## src/core/thermal_alarm_pkg.sv

```systemverilog
// Constants, register map and carrier types for the thermal alarm pin controller
package thermal_alarm_pkg;

  // ----------------------------------------------------------------
  // Clock and timing
  // ----------------------------------------------------------------
  localparam int CLK_PERIOD_NS = 100;
  localparam int TIMER_STEP_NS = 22760000;                    // 22.76 ms per timer step
  localparam int TIMER_STEP_CYCLES = TIMER_STEP_NS / CLK_PERIOD_NS;

  // ----------------------------------------------------------------
  // Register offsets
  // ----------------------------------------------------------------
  localparam logic [7:0] ADDR_FAN_POLICY_SIX = 8'h10;
  localparam logic [7:0] ADDR_HYST_SEVEN = 8'h11;
  localparam logic [7:0] ADDR_STATUS_TWO = 8'h42;
  localparam logic [7:0] ADDR_R1_CRIT = 8'h6A;
  localparam logic [7:0] ADDR_LOCAL_CRIT = 8'h6B;
  localparam logic [7:0] ADDR_R2_CRIT = 8'h6C;
  localparam logic [7:0] ADDR_MASK_ONE = 8'h74;
  localparam logic [7:0] ADDR_MASK_TWO = 8'h75;
  localparam logic [7:0] ADDR_CONFIG_THREE = 8'h78;
  localparam logic [7:0] ADDR_TIMER = 8'h79;
  localparam logic [7:0] ADDR_TIMER_LIMIT = 8'h7A;
  localparam logic [7:0] ADDR_OUT_ENABLE_FIVE = 8'h7C;
  localparam logic [7:0] ADDR_PIN_CONFIG_FOUR = 8'h7D;

  // ----------------------------------------------------------------
  // Field positions
  // ----------------------------------------------------------------
  localparam int CFG3_TIMER_EN = 1;
  localparam int CFG3_FULL_SPEED = 2;
  localparam int CFG4_SEL_B0 = 0;
  localparam int CFG4_SEL_B1 = 1;
  localparam int CFG4_ALARM_DIS = 2;
  localparam int CFG4_MAX_DUTY_SEL = 3;
  localparam int CFG5_EN_LSB = 5;
  localparam int CFG6_MANUAL_FULL_SPEED_ON_ALARM = 3;
  localparam int CFG7_HYST_DIS = 0;
  localparam int MASK1_DEDICATED = 0;
  localparam int MASK2_SHARED = 5;
  localparam int STAT2_LIMIT_FLAG = 5;

  // ----------------------------------------------------------------
  // Reset values and codes
  // ----------------------------------------------------------------
  localparam logic [7:0] RST_ZERO = 8'h00;
  localparam logic [7:0] RST_CRIT = 8'h7F;
  localparam logic [7:0] DUTY_FULL = 8'hFF;
  localparam logic [7:0] DUTY_OFF = 8'h00;
  localparam logic [7:0] TIMER_FULL = 8'hFF;
  localparam logic [7:0] OFS64_OFF_CODE = 8'h01;            // -63 C in offset-64 coding
  localparam logic [7:0] TWOS_OFF_CODE = 8'h80;             // -128 C in two's complement
  localparam logic [7:0] SIGN_FLIP = 8'h80;
  localparam logic [1:0] FRAC_ZERO = 2'h0;
  localparam int NUM_CH = 3;
  localparam int NUM_FANS = 3;

  // Shared pin function, written {bit0, bit1}
  typedef enum logic [1:0] {
    PIN_FAN4_SPEED = 2'b00,
    PIN_ALARM = 2'b01,
    PIN_ALERT = 2'b10,
    PIN_GPIO = 2'b11
  } pin_func_t;

  // One temperature sample: integer part plus quarter-degree fraction
  typedef struct packed {
    logic [7:0] whole;
    logic [1:0] frac;
  } temp_t;

  // Fan duty from the fan controller
  typedef struct packed {
    logic [7:0] duty;
    logic [7:0] max_duty;
  } fan_t;

  // Register access from the serial bus engine
  typedef struct packed {
    logic wr;
    logic rd;
    logic [7:0] addr;
    logic [7:0] wdata;
  } reg_req_t;

endpackage

```

## src/core/alarm_timer.sv

```systemverilog
// Cumulative alarm assertion timer with saturation and clear on read
`timescale 1ns/1ns
module alarm_timer
  import thermal_alarm_pkg::*;
#(
  parameter int STEP_CYCLES = TIMER_STEP_CYCLES
)
(
  // Clock and reset
  input wire logic core_clk_i,
  input wire logic sys_rst_i,
  // Control
  input wire logic alarm_active_i,
  input wire logic clear_i,
  // Result
  output logic [7:0] timer_value_o
);

  // ----------------------------------------------------------------
  // Prescaler and step counter
  // ----------------------------------------------------------------
  logic [31:0] presc;
  logic [7:0] steps;
  logic seen;
  wire step_tick = alarm_active_i && (presc == 32'(STEP_CYCLES - 1));
  wire steps_full = (steps == TIMER_FULL);

  // Prescaler only runs while asserted so time adds up across assertions
  always_ff @(posedge core_clk_i)
  begin
    if (sys_rst_i || clear_i)
      presc <= '0;
    else if (step_tick)
      presc <= '0;
    else if (alarm_active_i)
      presc <= presc + 32'h1;
  end

  // Steps stop at full scale; a read clears, but an ongoing assertion re-marks bit 0
  always_ff @(posedge core_clk_i)
  begin
    if (sys_rst_i)
    begin
      steps <= RST_ZERO;
      seen <= 1'b0;
    end
    else if (clear_i)
    begin
      steps <= RST_ZERO;
      seen <= alarm_active_i;
    end
    else
    begin
      if (alarm_active_i)
        seen <= 1'b1;
      if (step_tick && !steps_full)
        steps <= steps + 8'h01;
    end
  end

  // Below two steps the register shows only the first-assertion mark
  assign timer_value_o = (steps < 8'h02) ? {7'h00, seen} : steps;

endmodule

```

## src/core/thermal_alarm_pin_control.sv

```systemverilog
// Thermal alarm pin control: input timing, fan full_speed_on_alarm, alert and over-temperature output
//
// Operation
// - Alarm timer monitoring runs only while config three bit 1 is set.
// - Config four bits 0 and 1 pick the shared pin function.
// - Full-speed bit drives running fans to full duty while the alarm is asserted.
// - Full-speed bit clear leaves fan duty untouched by the alarm.
// - Mask bit for the used pin suppresses the alert on timer limit exceedance.
// - A zero limit alerts on the very first alarm assertion.
// - Timer accumulates across assertions, saturates, and clears on read.
// - Bit 0 marks first assertion; above 45.52 ms it counts 22.76 ms steps.
// - Timer above limit sets the timer limit flag and alerts unless masked.
// - Enabled channel beyond its critical limit by a quarter degree pulls the pin low while config three bit 1 is set.
// - Pin stays low while above the limit; released at or below it.
// - Once asserted, the pin stays low for a whole monitoring cycle.
// - Three critical limits sit at consecutive offsets for remote one, local, remote two.
// - Config five bits 5 to 7 enable output per channel, any combination.
// - A limit at or below the lowest coded temperature disables that channel.
// - Config seven bit 0 set turns alarm hysteresis off.
// - Alarm-disable bit blocks the pin only while hysteresis is on.
// - Manual fan mode boosts only when config six bit 3 is set.
// - Config four bit 3 picks full duty or programmed maximum duty on full_speed_on_alarm.
// - Config four bit 2 keeps alarm events away from fan duty.
`timescale 1ns/1ns
module thermal_alarm_pin_control
  import thermal_alarm_pkg::*;
#(
  parameter int STEP_CYCLES = TIMER_STEP_CYCLES
)
(
  // Clock and reset
  input wire logic core_clk_i,
  input wire logic sys_rst_i,
  // Register access
  input wire reg_req_t reg_req_i,
  output logic [7:0] reg_rdata_o,
  // Dedicated alarm pin, open drain, active low
  input wire logic thermal_alarm_pin_n_i,
  output logic thermal_alarm_pin_n_o,
  output logic thermal_alarm_pin_oe_o,
  // Shared pin, open drain
  input wire logic shared_pin_i,
  output logic shared_pin_o,
  output logic shared_pin_oe_o,
  output logic fan4_speed_input_o,
  // Temperature monitor
  input wire logic sample_strobe_i,
  input wire logic offset64_mode_i,
  input wire temp_t [NUM_CH-1:0] temp_i,
  // Fan controller
  input wire logic manual_mode_i,
  input wire fan_t [NUM_FANS-1:0] fan_i,
  output logic [NUM_FANS-1:0][7:0] fan_duty_o,
  // Alert
  output logic smbus_alert_n_o
);

  // ----------------------------------------------------------------
  // Registers
  // ----------------------------------------------------------------
  logic [7:0] fan_policy_config_six;
  logic [7:0] hysteresis_config_seven;
  logic [7:0] crit_limit [NUM_CH];
  logic [7:0] alert_mask_one;
  logic [7:0] alert_mask_two;
  logic [7:0] general_config_three;
  logic [7:0] output_enable_config_five;
  logic [7:0] pin_and_alarm_config_four;
  logic [7:0] timer_limit;
  logic timer_limit_flag;
  logic [7:0] timer_value;

  // Address match helper, used by both write and read decode
  function automatic logic hit(input logic [7:0] addr, input logic [7:0] ofs);
    hit = (addr == ofs);
  endfunction

  // Writes are taken in the cycle wr is high
  always_ff @(posedge core_clk_i)
  begin
    if (sys_rst_i)
    begin
      fan_policy_config_six <= RST_ZERO;
      hysteresis_config_seven <= RST_ZERO;
      alert_mask_one <= RST_ZERO;
      alert_mask_two <= RST_ZERO;
      general_config_three <= RST_ZERO;
      output_enable_config_five <= RST_ZERO;
      pin_and_alarm_config_four <= RST_ZERO;
      timer_limit <= RST_ZERO;
    end
    else if (reg_req_i.wr)
    begin
      if (hit(reg_req_i.addr, ADDR_FAN_POLICY_SIX))
        fan_policy_config_six <= reg_req_i.wdata;
      if (hit(reg_req_i.addr, ADDR_HYST_SEVEN))
        hysteresis_config_seven <= reg_req_i.wdata;
      if (hit(reg_req_i.addr, ADDR_MASK_ONE))
        alert_mask_one <= reg_req_i.wdata;
      if (hit(reg_req_i.addr, ADDR_MASK_TWO))
        alert_mask_two <= reg_req_i.wdata;
      if (hit(reg_req_i.addr, ADDR_CONFIG_THREE))
        general_config_three <= reg_req_i.wdata;
      if (hit(reg_req_i.addr, ADDR_OUT_ENABLE_FIVE))
        output_enable_config_five <= reg_req_i.wdata;
      if (hit(reg_req_i.addr, ADDR_PIN_CONFIG_FOUR))
        pin_and_alarm_config_four <= reg_req_i.wdata;
      if (hit(reg_req_i.addr, ADDR_TIMER_LIMIT))
        timer_limit <= reg_req_i.wdata;
    end
  end

  // Critical limits at three consecutive offsets
  genvar ch;
  generate
    for (ch = 0; ch < NUM_CH; ch++)
    begin : g_crit
      always_ff @(posedge core_clk_i)
      begin
        if (sys_rst_i)
          crit_limit[ch] <= RST_CRIT;
        else if (reg_req_i.wr && hit(reg_req_i.addr, ADDR_R1_CRIT + 8'(ch)))
          crit_limit[ch] <= reg_req_i.wdata;
      end
    end
  endgenerate

  // ----------------------------------------------------------------
  // Pin synchronisers
  // ----------------------------------------------------------------
  logic [1:0] ded_sync;
  logic [1:0] shr_sync;

  // Both pins are asynchronous, so two flops before any use
  always_ff @(posedge core_clk_i)
  begin
    if (sys_rst_i)
    begin
      ded_sync <= 2'b11;
      shr_sync <= 2'b11;
    end
    else
    begin
      ded_sync <= {ded_sync[0], thermal_alarm_pin_n_i};
      shr_sync <= {shr_sync[0], shared_pin_i};
    end
  end

  // ----------------------------------------------------------------
  // Pin function and alarm input
  // ----------------------------------------------------------------
  pin_func_t shared_func;
  wire timer_en = general_config_three[CFG3_TIMER_EN];
  wire shared_is_alarm = (shared_func == PIN_ALARM) && timer_en;
  wire alarm_active = timer_en && (!ded_sync[1] || (shared_is_alarm && !shr_sync[1]));

  assign shared_func = pin_func_t'({pin_and_alarm_config_four[CFG4_SEL_B0],
                                    pin_and_alarm_config_four[CFG4_SEL_B1]});

  // Shared pin carries fan speed only in that mode; otherwise held low
  always_ff @(posedge core_clk_i)
  begin
    if (sys_rst_i)
      fan4_speed_input_o <= 1'b0;
    else
      fan4_speed_input_o <= (shared_func == PIN_FAN4_SPEED) && shr_sync[1];
  end

  // ----------------------------------------------------------------
  // Timer, limit flag and alert
  // ----------------------------------------------------------------
  wire timer_read = reg_req_i.rd && hit(reg_req_i.addr, ADDR_TIMER);
  wire status_read = reg_req_i.rd && hit(reg_req_i.addr, ADDR_STATUS_TWO);
  wire limit_exceeded = (timer_value > timer_limit);

  alarm_timer #(
    .STEP_CYCLES(STEP_CYCLES)
  ) u_timer (
    .core_clk_i(core_clk_i),
    .sys_rst_i(sys_rst_i),
    .alarm_active_i(alarm_active),
    .clear_i(timer_read),
    .timer_value_o(timer_value)
  );

  // Sticky flag, cleared on status read; a new exceedance wins over the clear
  always_ff @(posedge core_clk_i)
  begin
    if (sys_rst_i)
      timer_limit_flag <= 1'b0;
    else if (limit_exceeded)
      timer_limit_flag <= 1'b1;
    else if (status_read)
      timer_limit_flag <= 1'b0;
  end

  // Mask follows which pin is timing: shared pin uses mask two, else mask one
  wire alert_masked = shared_is_alarm ? alert_mask_two[MASK2_SHARED] : alert_mask_one[MASK1_DEDICATED];
  wire alert_raise = timer_limit_flag && !alert_masked;

  // Registered so the alert pin never glitches
  always_ff @(posedge core_clk_i)
  begin
    if (sys_rst_i)
      smbus_alert_n_o <= 1'b1;
    else
      smbus_alert_n_o <= !alert_raise;
  end

  // ----------------------------------------------------------------
  // Over-temperature output
  // ----------------------------------------------------------------
  logic [NUM_CH-1:0] over;
  logic [NUM_CH-1:0] ch_armed;
  logic [NUM_CH-1:0] ch_hot;
  wire hyst_off = hysteresis_config_seven[CFG7_HYST_DIS];
  wire alarm_dis = pin_and_alarm_config_four[CFG4_ALARM_DIS];
  wire out_allowed = !alarm_dis || hyst_off;

  generate
    for (ch = 0; ch < NUM_CH; ch++)
    begin : g_over
      // Two's complement codes are flipped so one unsigned compare serves both formats
      wire [7:0] lim_u = offset64_mode_i ? crit_limit[ch] : (crit_limit[ch] ^ SIGN_FLIP);
      wire [7:0] tmp_u = offset64_mode_i ? temp_i[ch].whole : (temp_i[ch].whole ^ SIGN_FLIP);
      wire [9:0] tmp_q = {tmp_u, temp_i[ch].frac};
      wire [9:0] lim_q = {lim_u, FRAC_ZERO};
      wire lim_off = offset64_mode_i ? (crit_limit[ch] <= OFS64_OFF_CODE)
                                     : (crit_limit[ch] == TWOS_OFF_CODE);
      assign ch_armed[ch] = output_enable_config_five[CFG5_EN_LSB + ch] && !lim_off;
      // A quarter degree above the limit is the first code above it
      assign ch_hot[ch] = tmp_q > lim_q;

      // Updated only at the sample strobe, so an assertion lasts a whole cycle
      always_ff @(posedge core_clk_i)
      begin
        if (sys_rst_i)
          over[ch] <= 1'b0;
        else if (sample_strobe_i)
          over[ch] <= ch_armed[ch] && ch_hot[ch];
      end
    end
  endgenerate

  wire drive_low = (|over) && out_allowed;

  // Open drain: only low is ever driven, the pull-up gives the high level
  always_ff @(posedge core_clk_i)
  begin
    if (sys_rst_i)
    begin
      thermal_alarm_pin_oe_o <= 1'b0;
      shared_pin_oe_o <= 1'b0;
    end
    else
    begin
      thermal_alarm_pin_oe_o <= drive_low && timer_en;
      shared_pin_oe_o <= (shared_is_alarm && drive_low) || ((shared_func == PIN_ALERT) && alert_raise);
    end
  end
  assign thermal_alarm_pin_n_o = 1'b0;
  assign shared_pin_o = 1'b0;

  // ----------------------------------------------------------------
  // Fan full_speed_on_alarm
  // ----------------------------------------------------------------
  wire full_speed_on_alarm_on = general_config_three[CFG3_FULL_SPEED] && alarm_active
                  && !alarm_dis
                  && (!manual_mode_i || fan_policy_config_six[CFG6_MANUAL_FULL_SPEED_ON_ALARM]);

  generate
    for (ch = 0; ch < NUM_FANS; ch++)
    begin : g_fan
      wire running = (fan_i[ch].duty != DUTY_OFF);
      wire [7:0] full_speed_on_alarm_duty = pin_and_alarm_config_four[CFG4_MAX_DUTY_SEL] ? fan_i[ch].max_duty : DUTY_FULL;
      // Stopped fans are left alone even when full_speed_on_alarm applies
      always_ff @(posedge core_clk_i)
      begin
        if (sys_rst_i)
          fan_duty_o[ch] <= DUTY_OFF;
        else
          fan_duty_o[ch] <= (full_speed_on_alarm_on && running) ? full_speed_on_alarm_duty : fan_i[ch].duty;
      end
    end
  endgenerate

  // ----------------------------------------------------------------
  // Read mux
  // ----------------------------------------------------------------
  logic [7:0] rd_mux;
  always_comb
  begin
    rd_mux = RST_ZERO;
    case (reg_req_i.addr)
      ADDR_FAN_POLICY_SIX: rd_mux = fan_policy_config_six;
      ADDR_HYST_SEVEN: rd_mux = hysteresis_config_seven;
      ADDR_STATUS_TWO: rd_mux = 8'(timer_limit_flag) << STAT2_LIMIT_FLAG;
      ADDR_R1_CRIT: rd_mux = crit_limit[0];
      ADDR_LOCAL_CRIT: rd_mux = crit_limit[1];
      ADDR_R2_CRIT: rd_mux = crit_limit[2];
      ADDR_MASK_ONE: rd_mux = alert_mask_one;
      ADDR_MASK_TWO: rd_mux = alert_mask_two;
      ADDR_CONFIG_THREE: rd_mux = general_config_three;
      ADDR_TIMER: rd_mux = timer_value;
      ADDR_TIMER_LIMIT: rd_mux = timer_limit;
      ADDR_OUT_ENABLE_FIVE: rd_mux = output_enable_config_five;
      ADDR_PIN_CONFIG_FOUR: rd_mux = pin_and_alarm_config_four;
      default: rd_mux = RST_ZERO;
    endcase
  end

  // Read data is captured in the read cycle and held until the next read
  always_ff @(posedge core_clk_i)
  begin
    if (sys_rst_i)
      reg_rdata_o <= RST_ZERO;
    else if (reg_req_i.rd)
      reg_rdata_o <= rd_mux;
  end

endmodule

```

## config.mk

```make
export PLATFORM = sky130hd
export DESIGN_NAME = thermal_alarm_pin_control
export DESIGN_NICKNAME = d
export VERILOG_FILES = /design/src/core/thermal_alarm_pkg.sv /design/src/core/alarm_timer.sv /design/src/core/thermal_alarm_pin_control.sv
export SDC_FILE = /design/constraint.sdc
export NUM_CORES = 1
export LEC_CHECK = 0
export BUFFER_PORTS_ARGS = -buffer_cell sky130_fd_sc_hd__clkbuf_2
export CORE_MARGIN = 1.5
export CORE_UTILIZATION = 52
export CTS_BUF_LIST = sky130_fd_sc_hd__clkbuf_16
export CTS_CLUSTER_SIZE = 24
export DETAILED_ROUTE_END_ITERATION = 16
export PLACE_DENSITY = 0.81
export SETUP_SLACK_MARGIN = 0.05
export SLEW_MARGIN = 30
export SYNTH_ARGS = -nofsm -noshare
export SYNTH_HDL_FRONTEND = slang
export SYNTH_SLANG_ARGS = --single-unit
```

## constraint.sdc

```tcl
create_clock -name core_clk_i -period 2.1 [get_ports core_clk_i]
set_input_delay 0.315 -clock core_clk_i [delete_from_list [all_inputs] [get_ports core_clk_i]]
set_output_delay 0.315 -clock core_clk_i [all_outputs]
set_load 0.1 [all_outputs]
```

==> metrics, run 1 <==
hold_sp=shared_pin_i; Finished Cell Area=0.0109 mm²; cell breakdown of the critical path=nor4_4, nand3_2, or4_4, or4_1, a21oi_1; Initial DRC Count=880; vias in the first global route=7810; DRC Markers=0; Hold Path Class=input pin to flip-flop; largest net degree at the start of global routing=49; Max Freq=503 MHz; Final Hold Vio Count=0; multi-input logic area=0.00490 mm²; Placer Congestion=0.965; Synth top area share=0.335; IO Pins=141; Core Rows=47; final net count=1322; initial antenna violation count=0; Yosys reg bits=173; clk_lat worst skew=0.44 ns; n_diodes=0; first-pass GRT wire length=40100 µm; Crit Path Category=flip-flop to flip-flop; Area Overhead vs Synth=22.7%; power per cell area=669 mW/mm²; TritonRoute pass-1 iters=7; Mapped Cells=1015; RSZ-0062 raised after global routing=yes; top post-synthesis cells by count=dfxtp_1, nor2_1, nand2_1; Critical R2R Launch=u_timer.presc[22]; main area contributors after synthesis=dfxtp_1, edfxtp_1, mux2i_1, ha_1, a21oi_1; slew margin rel.=0.570; effective utilization at floorplan=0.536; Pleak=4.49 nW; All-Layer GR Usage=0.285; Register Area=0.00371 mm²; Critical path origin=u_timer.presc[22]; total CTS buffers=17; Synthesis Warnings=0; die area=0.0179 mm²; Total Routed Length=25500 µm; Die X=134 µm; cell area after synthesis=0.00891 mm²; final worst slack=0.113 ns; Core ar.=0.0166 mm²; I/O Buffers=138; Worst-path clk slew=0.07 ns; share of layout cells above drive strength 1=0.258; Final Max Tran Viols=0; hold buffer count at CTS=0; Post-Route Skew=0.00679 ns; pre-CTS WS=-0.0106 ns; CP max FO=3; CP arrival=2.36 ns; Worst Setup Start Kind=flip-flop; CTS tree=built; HPWL Detailed=18300 µm; ys async rst share=0; CTS sink count=173; syn_area_per_cell=8.78 µm²; Crit-path slowest cell=or4_4; Critical Path RT=2.47 ns; Max VDD drop=0.626 mV; max cap viols=0; Placement Cell Area=0.0102 mm²; CTS Root Cell=clkbuf_16; H-tree levels=4; clk buf depth=2; Post-synth EDFFs=24; WL per Instance=18.0 µm; Routed Antenna Nets=0; final global-route overflow total=0; Via density=5.94; Die Y=134 µm; Worst-Margin Slew=0.644 ns; unique cell type count in the Yosys netlist=71; Setup Viol. Count Final=0; Via Count=8430; register area share after synthesis=0.415; Final Cycle Share=0.946; status=completed; count leader, synth=dfxtp_1; Layout fillers=1297; Period minus WS final=1.99 ns; cell taking the most area after synthesis=dfxtp_1; Synth Flop Type=dfxtp_1; CP endpoint kind=flip-flop; CP peak stage delay=0.55 ns
[critical path: cells and delay by family, from the launching register on]
family | cells | cell delay, ns
AO/OA/AOI/OAI | 1 | 0.15
flip-flops | 1 | 0.36
AND/OR/NAND/NOR | 4 | 1.42
[flip-flops by register name, indices dropped and copies added (netlist names), 3 cells and up]
register                   flops
general_config_three           8
fan_policy_config_six          8
hysteresis_config_seven        8
pin_and_alarm_config_four      8
output_enable_config_five      8
u_timer.presc                 32
u_timer.steps                  8
alert_mask_one                 8
crit_limit                    24
alert_mask_two                 8
timer_limit                    8
over                           3
fan_duty_o                    24
reg_rdata_o                    8
[final cells by class]
| cell class | count | share of cell area |
|---|---|---|
| Multi-Input combinational cell | 738 | 0.448 |
| Sequential cell | 173 | 0.340 |
| Timing Repair Buffer | 212 | 0.120 |
| Clock buffer | 17 | 0.0389 |
| Tap cell | 220 | 0.0252 |
| Inverter | 43 | 0.0148 |
| Clock inverter | 15 | 0.0137 |
[power by group]
part / leakage (nW) / switching [mW] / internal, mW
logic: 2.75 / 0.530 / 0.234
clock network: 0.284 / 1.44 / 1.68
registers: 1.45 / 0.0377 / 3.41
[metrics by stage]
| step | total power, mW | hold WS, ns | utilization | instances | setup TNS (ns) |
|---|---|---|---|---|---|
| floorplan | 4.00 | 0.389 | - | 1016 | 0 |
| global placement | 4.26 | 0.394 | 0.615 | 1381 | 0 |
| detailed placement | 4.27 | 0.395 | 0.615 | 1381 | -0.0106 |
| CTS | 7.34 | 0.0361 | 0.651 | 1414 | 0 |
| global route | 7.53 | 0.0406 | 0.657 | 1418 | -0.00560 |
| finish | 7.32 | 0.0493 | 0.657 | 1418 | 0 |
[layer usage]
layer / track usage / vias to the layer above / wire length [µm]
li1: - / 3982 / -
met5: 0 / - / 0
met1: 0.375 / 3946 / 10700
met4: 0.139 / 0 / 963
met3: 0.0435 / 73 / 2150
met2: 0.458 / 429 / 11600
[cells in the final DEF (no fill, tap or decap), drive strengths merged, types with 16 or more instances in the layout]
cell type and n:
clkbuf 154, dfxtp 149, nor2 100, nand2 89, a21oi 76, buf 75, mux2i 55, inv 53
nand3 42, o21ai 40, ha 34, nor4 27, edfxtp 24, xor2 22, nand4 20, or2 19
nand2b 17, nor2b 16
[logic make-up after synthesis]
kind of cell / after synthesis / synth area share
flip-flops: 173 / 0.415
other: 1 / 0.000421
AO/OA/AOI/OAI: 202 / 0.145
XOR/XNOR: 37 / 0.0364
AND/OR/NAND/NOR: 395 / 0.231
multiplexers: 68 / 0.0782
adder cells (fa/ha/maj): 34 / 0.0477
buffers and inverters: 105 / 0.0455
[final timing paths]
path	end	slack, ns	cells after the start
max	u_timer.steps[3]	0.11	5
min reg2reg	ded_sync[1]	0.41	1
max reg2reg	u_timer.steps[3]	0.11	5
min	shr_sync[0]	0.05	2
[timing repair]
action	CTS	global route
setup buffers	1	4
resized for setup	3	19
pin swaps	1	10
setup endpoints to repair	2	43
No activity file was read; power rests on OpenSTA's default activity.
==> run 2, diff against run 1 <==
- BUFFER_PORTS_ARGS: -buffer_cell sky130_fd_sc_hd__clkbuf_2 -> unset
- CORE_UTILIZATION: 52 -> 58
- DONT_BUFFER_PORTS: unset -> 1
- PLACE_DENSITY: 0.81 -> 0.8
- TNS_END_PERCENT: unset -> 1
==> metrics, run 2 (synthesis results as in run 1) <==
status=completed; Routed Antenna Nets=0; CP peak stage delay=0.54 ns; Final Max Tran Viols=0; CP endpoint kind=flip-flop; first-pass GRT wire length=38400 µm; final worst slack=0.0167 ns; largest net degree at the start of global routing=91; Pleak=4.01 nW; Comb pwr share=0.082; sequential power share=0.490; Setup Viol. Count Final=0; Period minus WS final=2.08 ns; Final Hold Vio Count=0; switch share=0.246; Pwr Total=7.04 mW; kind of cell adding the most delay to the critical path=simple AND/OR/NAND/NOR gates; Die Y=127 µm; CP arrival=2.45 ns; Die X=127 µm; crit path to=u_timer.steps[4]; Via density=6.27; Max Freq=480 MHz; initial antenna violation count=0; Placer Congestion=0.959; H-tree levels=4; CP max FO=5; Clock power frac=0.428; Initial DRC Count=737; max cap viols=0; Buf/Inv on CP=0; CTS sink count=173; total CTS buffers=17; Worst-Margin Slew=0.783 ns; Core ar.=0.0151 mm²; Critical path origin=u_timer.presc[18]; Critical R2R Launch=u_timer.presc[18]; I/O Buffers=0; Area Overhead vs Synth=16.0%; die area=0.0161 mm²; vias in the first global route=7552; slew margin rel.=0.464; Crit-path slowest cell=or4_4; Final Cycle Share=0.992; Critical Path RT=2.46 ns; share of layout cells above drive strength 1=0.165; Via Count=7975; Setup TNS=0 ns; Final Instance Count excl. Fillers=1271; most common cell after layout, fill and taps aside=dfxtp_1; Crit Path Category=flip-flop to flip-flop; clk buf depth=2; Layout fillers=1173; final global-route overflow total=0; hold_sp=fan_i[11]; Cells after DPL=1231; Max VDD drop=0.552 mV; power per cell area=680 mW/mm²; pre-CTS WS=0.0288 ns; RR Endpoint=u_timer.steps[4]; Reg2Reg Setup Slack=0.02 ns; All-Layer GR Usage=0.306; cell breakdown of the critical path=nor4bb_2, nand3_1, or4_4, or4_1, a21oi_1; n_diodes=0; hold path depth=2; Post-Route Skew=0.00761 ns; CTS Root Cell=clkbuf_16; Worst Setup Start Kind=flip-flop; IO Pins=141; clk_lat worst skew=0.43 ns; DRC Markers=0; Hold Path Class=input pin to flip-flop; Core Rows=45; RSZ-0062 raised after global routing=yes; worst r2r path cells=5; most frequent cells in the layout=dfxtp_1, nor2_1, nand2_1, buf_4, a21oi_1; Total Routed Length=24700 µm; Pint=5.31 mW; Top reg by flops=u_timer.presc; Levels on crit path=5; Largest register FFs=32; Worst-path clk slew=0.06 ns; WL per Instance=19.5 µm; effective utilization at floorplan=0.591; final net count=1207; CTS tree=built; top flop regs=u_timer.presc (32), crit_limit (24), fan_duty_o (24); HPWL Detailed=17300 µm; TritonRoute pass-1 iters=5; switching power=1.73 mW; hold slack=0.0126 ns
run 2: how the worst min path moves through the flow:
| stage | to | slack, ns |
|---|---|---|
| floorplan | ded_sync[1] | 0.39 |
| global placement | shr_sync[1] | 0.39 |
| detailed placement | shr_sync[1] | 0.40 |
| CTS | fan_duty_o[4] | 0.002 |
| global route | fan_duty_o[4] | 0.01 |
| finish | fan_duty_o[3] | 0.01 |
run 2: power by group through the flow:
stage,Combinational (mW),Sequential [mW],Clock [mW]
5_1_grt,0.620,3.45,3.18
6_report,0.577,3.45,3.02
3_5_place_dp,0.529,3.52,0
3_3_place_gp,0.517,3.52,0
2_1_floorplan,0.303,3.69,0
4_1_cts,0.571,3.45,3.04
run 2: repair_timing:
item / in CTS / in global routing
resized for setup: 6 / 11
gates cloned: 0 / 0
hold buffers: 8 / 0
pin swaps: 0 / 1
setup endpoints to repair: 4 / 49
buffers inserted: 0 / 0
hold endpoints to repair: 94 / 0
run 2: metal layers:
layer  vias up  global-route usage  share of wire
met1      3788               0.402           0.42
met2       375               0.492           0.46
met3        60              0.0565          0.083
li1       3752                   -              -
met5         -                   0              0
met4         0               0.140          0.030
run 2: worst register-to-register path, stage by stage, from the launching register on:
cell	delay (ns)
dfxtp_1	0.37
nor4bb_2	0.36
nand3_1	0.19
or4_4	0.54
or4_1	0.42
a21oi_1	0.15
run 2: stage by stage:
stage               utilization  instance area (µm²)
floorplan                     -                 8920
global placement          0.638                 9620
detailed placement        0.638                 9620
CTS                       0.683                10300
global route              0.686                10300
finish                    0.686                10300
run 2: cell type report:
type | count | area, µm² | area share
repair buffers | 97 | 807 | 0.0780
inverters | 43 | 161 | 0.0156
multi-input cells | 738 | 4880 | 0.472
flip-flops and latches | 173 | 3700 | 0.358
well taps | 188 | 235 | 0.0227
clock inverters | 15 | 130 | 0.0126
clock buffers | 17 | 425 | 0.0411
==> run 3, diff against run 2 <==
- ABC_AREA: unset -> 1
==> metrics, run 3 <==
Die X=128 µm; RR Endpoint=u_timer.steps[7]; Setup Viol. Count Final=0; ys async rst share=0; Buf/Inv on CP=0; kind of cell adding the most delay to the critical path=simple AND/OR/NAND/NOR gates; max cap viols=0; Pleak=4.04 nW; Hold Path Class=input pin to flip-flop; clk buf depth=2; total CTS buffers=17; Via Count=8870; most common cell after layout, fill and taps aside=nand2_1; Final Max Tran Viols=0; CP arrival=2.24 ns; Synthesis Warnings=0; Final Instance Count excl. Fillers=1545; Synth Flop Type=dfxtp_1; Period minus WS final=1.87 ns; CP peak stage delay=0.49 ns; main area contributors after synthesis=dfxtp_1, nand2_1, edfxtp_1, a21oi_1, inv_1; IO Pins=141; Die Y=128 µm; vias in the first global route=8123; final net count=1458; syn_area_per_cell=7.12 µm²; initial antenna violation count=0; Critical R2R Launch=u_timer.steps[1]; Core ar.=0.0153 mm²; cell breakdown of the critical path=ha_1, nand4_1, nor2_1, nand2_1, nand3_1, nand2_1, a21oi_1; CTS Root Cell=clkbuf_16; Top reg by flops=u_timer.presc; CTS tree=built; final global-route overflow total=0; Initial DRC Count=918; WL per Instance=17.3 µm; cell taking the most area after synthesis=dfxtp_1; die area=0.0165 mm²; Via density=5.74; Largest register FFs=32; TritonRoute pass-1 iters=6; Core Rows=45; CP max FO=9; Cells after DPL=1510; pre-CTS WS=0.127 ns; first-pass GRT wire length=41400 µm; Area Overhead vs Synth=13.2%; worst r2r path cells=7; HPWL Detailed=19900 µm; Yosys reg bits=173; largest net degree at the start of global routing=75; Mapped Cells=1283; Total Routed Length=26700 µm; unique cell type count in the Yosys netlist=38; Setup TNS=0 ns; Final Hold Vio Count=0; cell area after synthesis=0.00913 mm²; Placer Congestion=0.977; Critical Path RT=2.47 ns; final worst slack=0.232 ns; crit path to=u_timer.steps[7]; RSZ-0062 raised after global routing=no; Reg2Reg Setup Slack=0.23 ns; Critical path origin=u_timer.steps[1]; slew margin rel.=0.637; Crit Path Category=flip-flop to flip-flop; Post-synth EDFFs=24; Worst Setup Start Kind=flip-flop; All-Layer GR Usage=0.326; effective utilization at floorplan=0.596; status=completed; hold slack=0.0132 ns; CP endpoint kind=flip-flop; DRC Markers=0; Max VDD drop=0.548 mV; Post-Route Skew=0.00548 ns; Synth top area share=0.327; Final Cycle Share=0.890; top flop regs=u_timer.presc (32), crit_limit (24), fan_duty_o (24); Crit-path slowest cell=dfxtp_1; top post-synthesis cells by count=nand2_1, inv_1, dfxtp_1; Routed Antenna Nets=0; crit-path most repeated cell=nand2_1; H-tree levels=4; Worst-path clk slew=0.07 ns; share of layout cells above drive strength 1=0.0990; Max Freq=535 MHz; clk_lat worst skew=0.44 ns; register area share after synthesis=0.405; postcts setup bufs=0; Levels on crit path=7; count leader, synth=nand2_1; most frequent cells in the layout=nand2_1, inv_1, dfxtp_1, nor2_1, a21oi_1; n_diodes=0; CTS sink count=173; power per cell area=712 mW/mm²; I/O Buffers=0; Worst-Margin Slew=0.540 ns
run 3: changes by cell type after synthesis, sizes merged, moves of 40 or more:
cell / delta
inv: +117
nor3: +40
o21ai: +72
nand2: +151
nand3: +67
a21oi: +45
nor2: +43
mux2i: -55
run 3: area by class of cell:
cell class	count	area (µm²)
Fill cell	1324	4970
Multi-Input combinational cell	900	4600
Sequential cell	173	3700
Inverter	162	608
Timing Repair Buffer	67	546
Clock buffer	18	450
Tap cell	211	264
Clock inverter	14	169
run 3: kinds of logic after synthesis:
group                    count (synthesis)  synth area share
buffers and inverters                  211            0.0918
flip-flops                             173             0.405
adder cells (fa/ha/maj)                 34            0.0466
other                                    1          0.000411
XOR/XNOR                                22            0.0211
AND/OR/NAND/NOR                        594             0.293
AO/OA/AOI/OAI                          248             0.141
run 3: metrics by stage:
stage          utilization  power, mW  area (µm²)
5_1_grt              0.675       7.59       10300
2_1_floorplan            -       3.99        9140
6_report             0.675       7.36       10300
3_5_place_dp         0.632       4.09        9680
3_3_place_gp         0.632       4.08        9680
4_1_cts              0.675       7.37       10300
run 3: power breakdown:
part           switching [mW]  internal (mW)  leakage [nW]
Clock                    1.45           1.87         0.304
Sequential             0.0358           3.41          1.45
Combinational           0.443          0.156          2.29
Total                    1.93           5.44          4.04
run 3: how the worst min path moves through the flow:
stage | depth (start not counted) | startpoint | endpoint | slack (ns)
after floorplan | 1 | ded_sync[0] | ded_sync[1] | 0.39
after global placement | 1 | shr_sync[0] | shr_sync[1] | 0.39
after detailed placement | 1 | shr_sync[0] | shr_sync[1] | 0.40
after CTS | 2 | fan_i[7] | fan_duty_o[7] | 0.01
after global routing | 2 | reg_req_i[16] | reg_rdata_o[2] | 0.008
final | 2 | fan_i[7] | fan_duty_o[7] | 0.01
run 3: metal layers:
metal,vias to the layer above,part of all wire,routed length [µm],track usage
met4,0,0.045,1200,0.163
met1,4023,0.42,11100,0.426
li1,4324,-,-,-
met2,433,0.45,12100,0.523
met3,90,0.084,2240,0.0574
met5,-,0,0,0
run 3: what timing repair did:
item,4_1_cts,5_1_grt
hold buffers,3,0
resized for setup,0,1
hold endpoints to repair,37,0
setup endpoints to repair,0,4
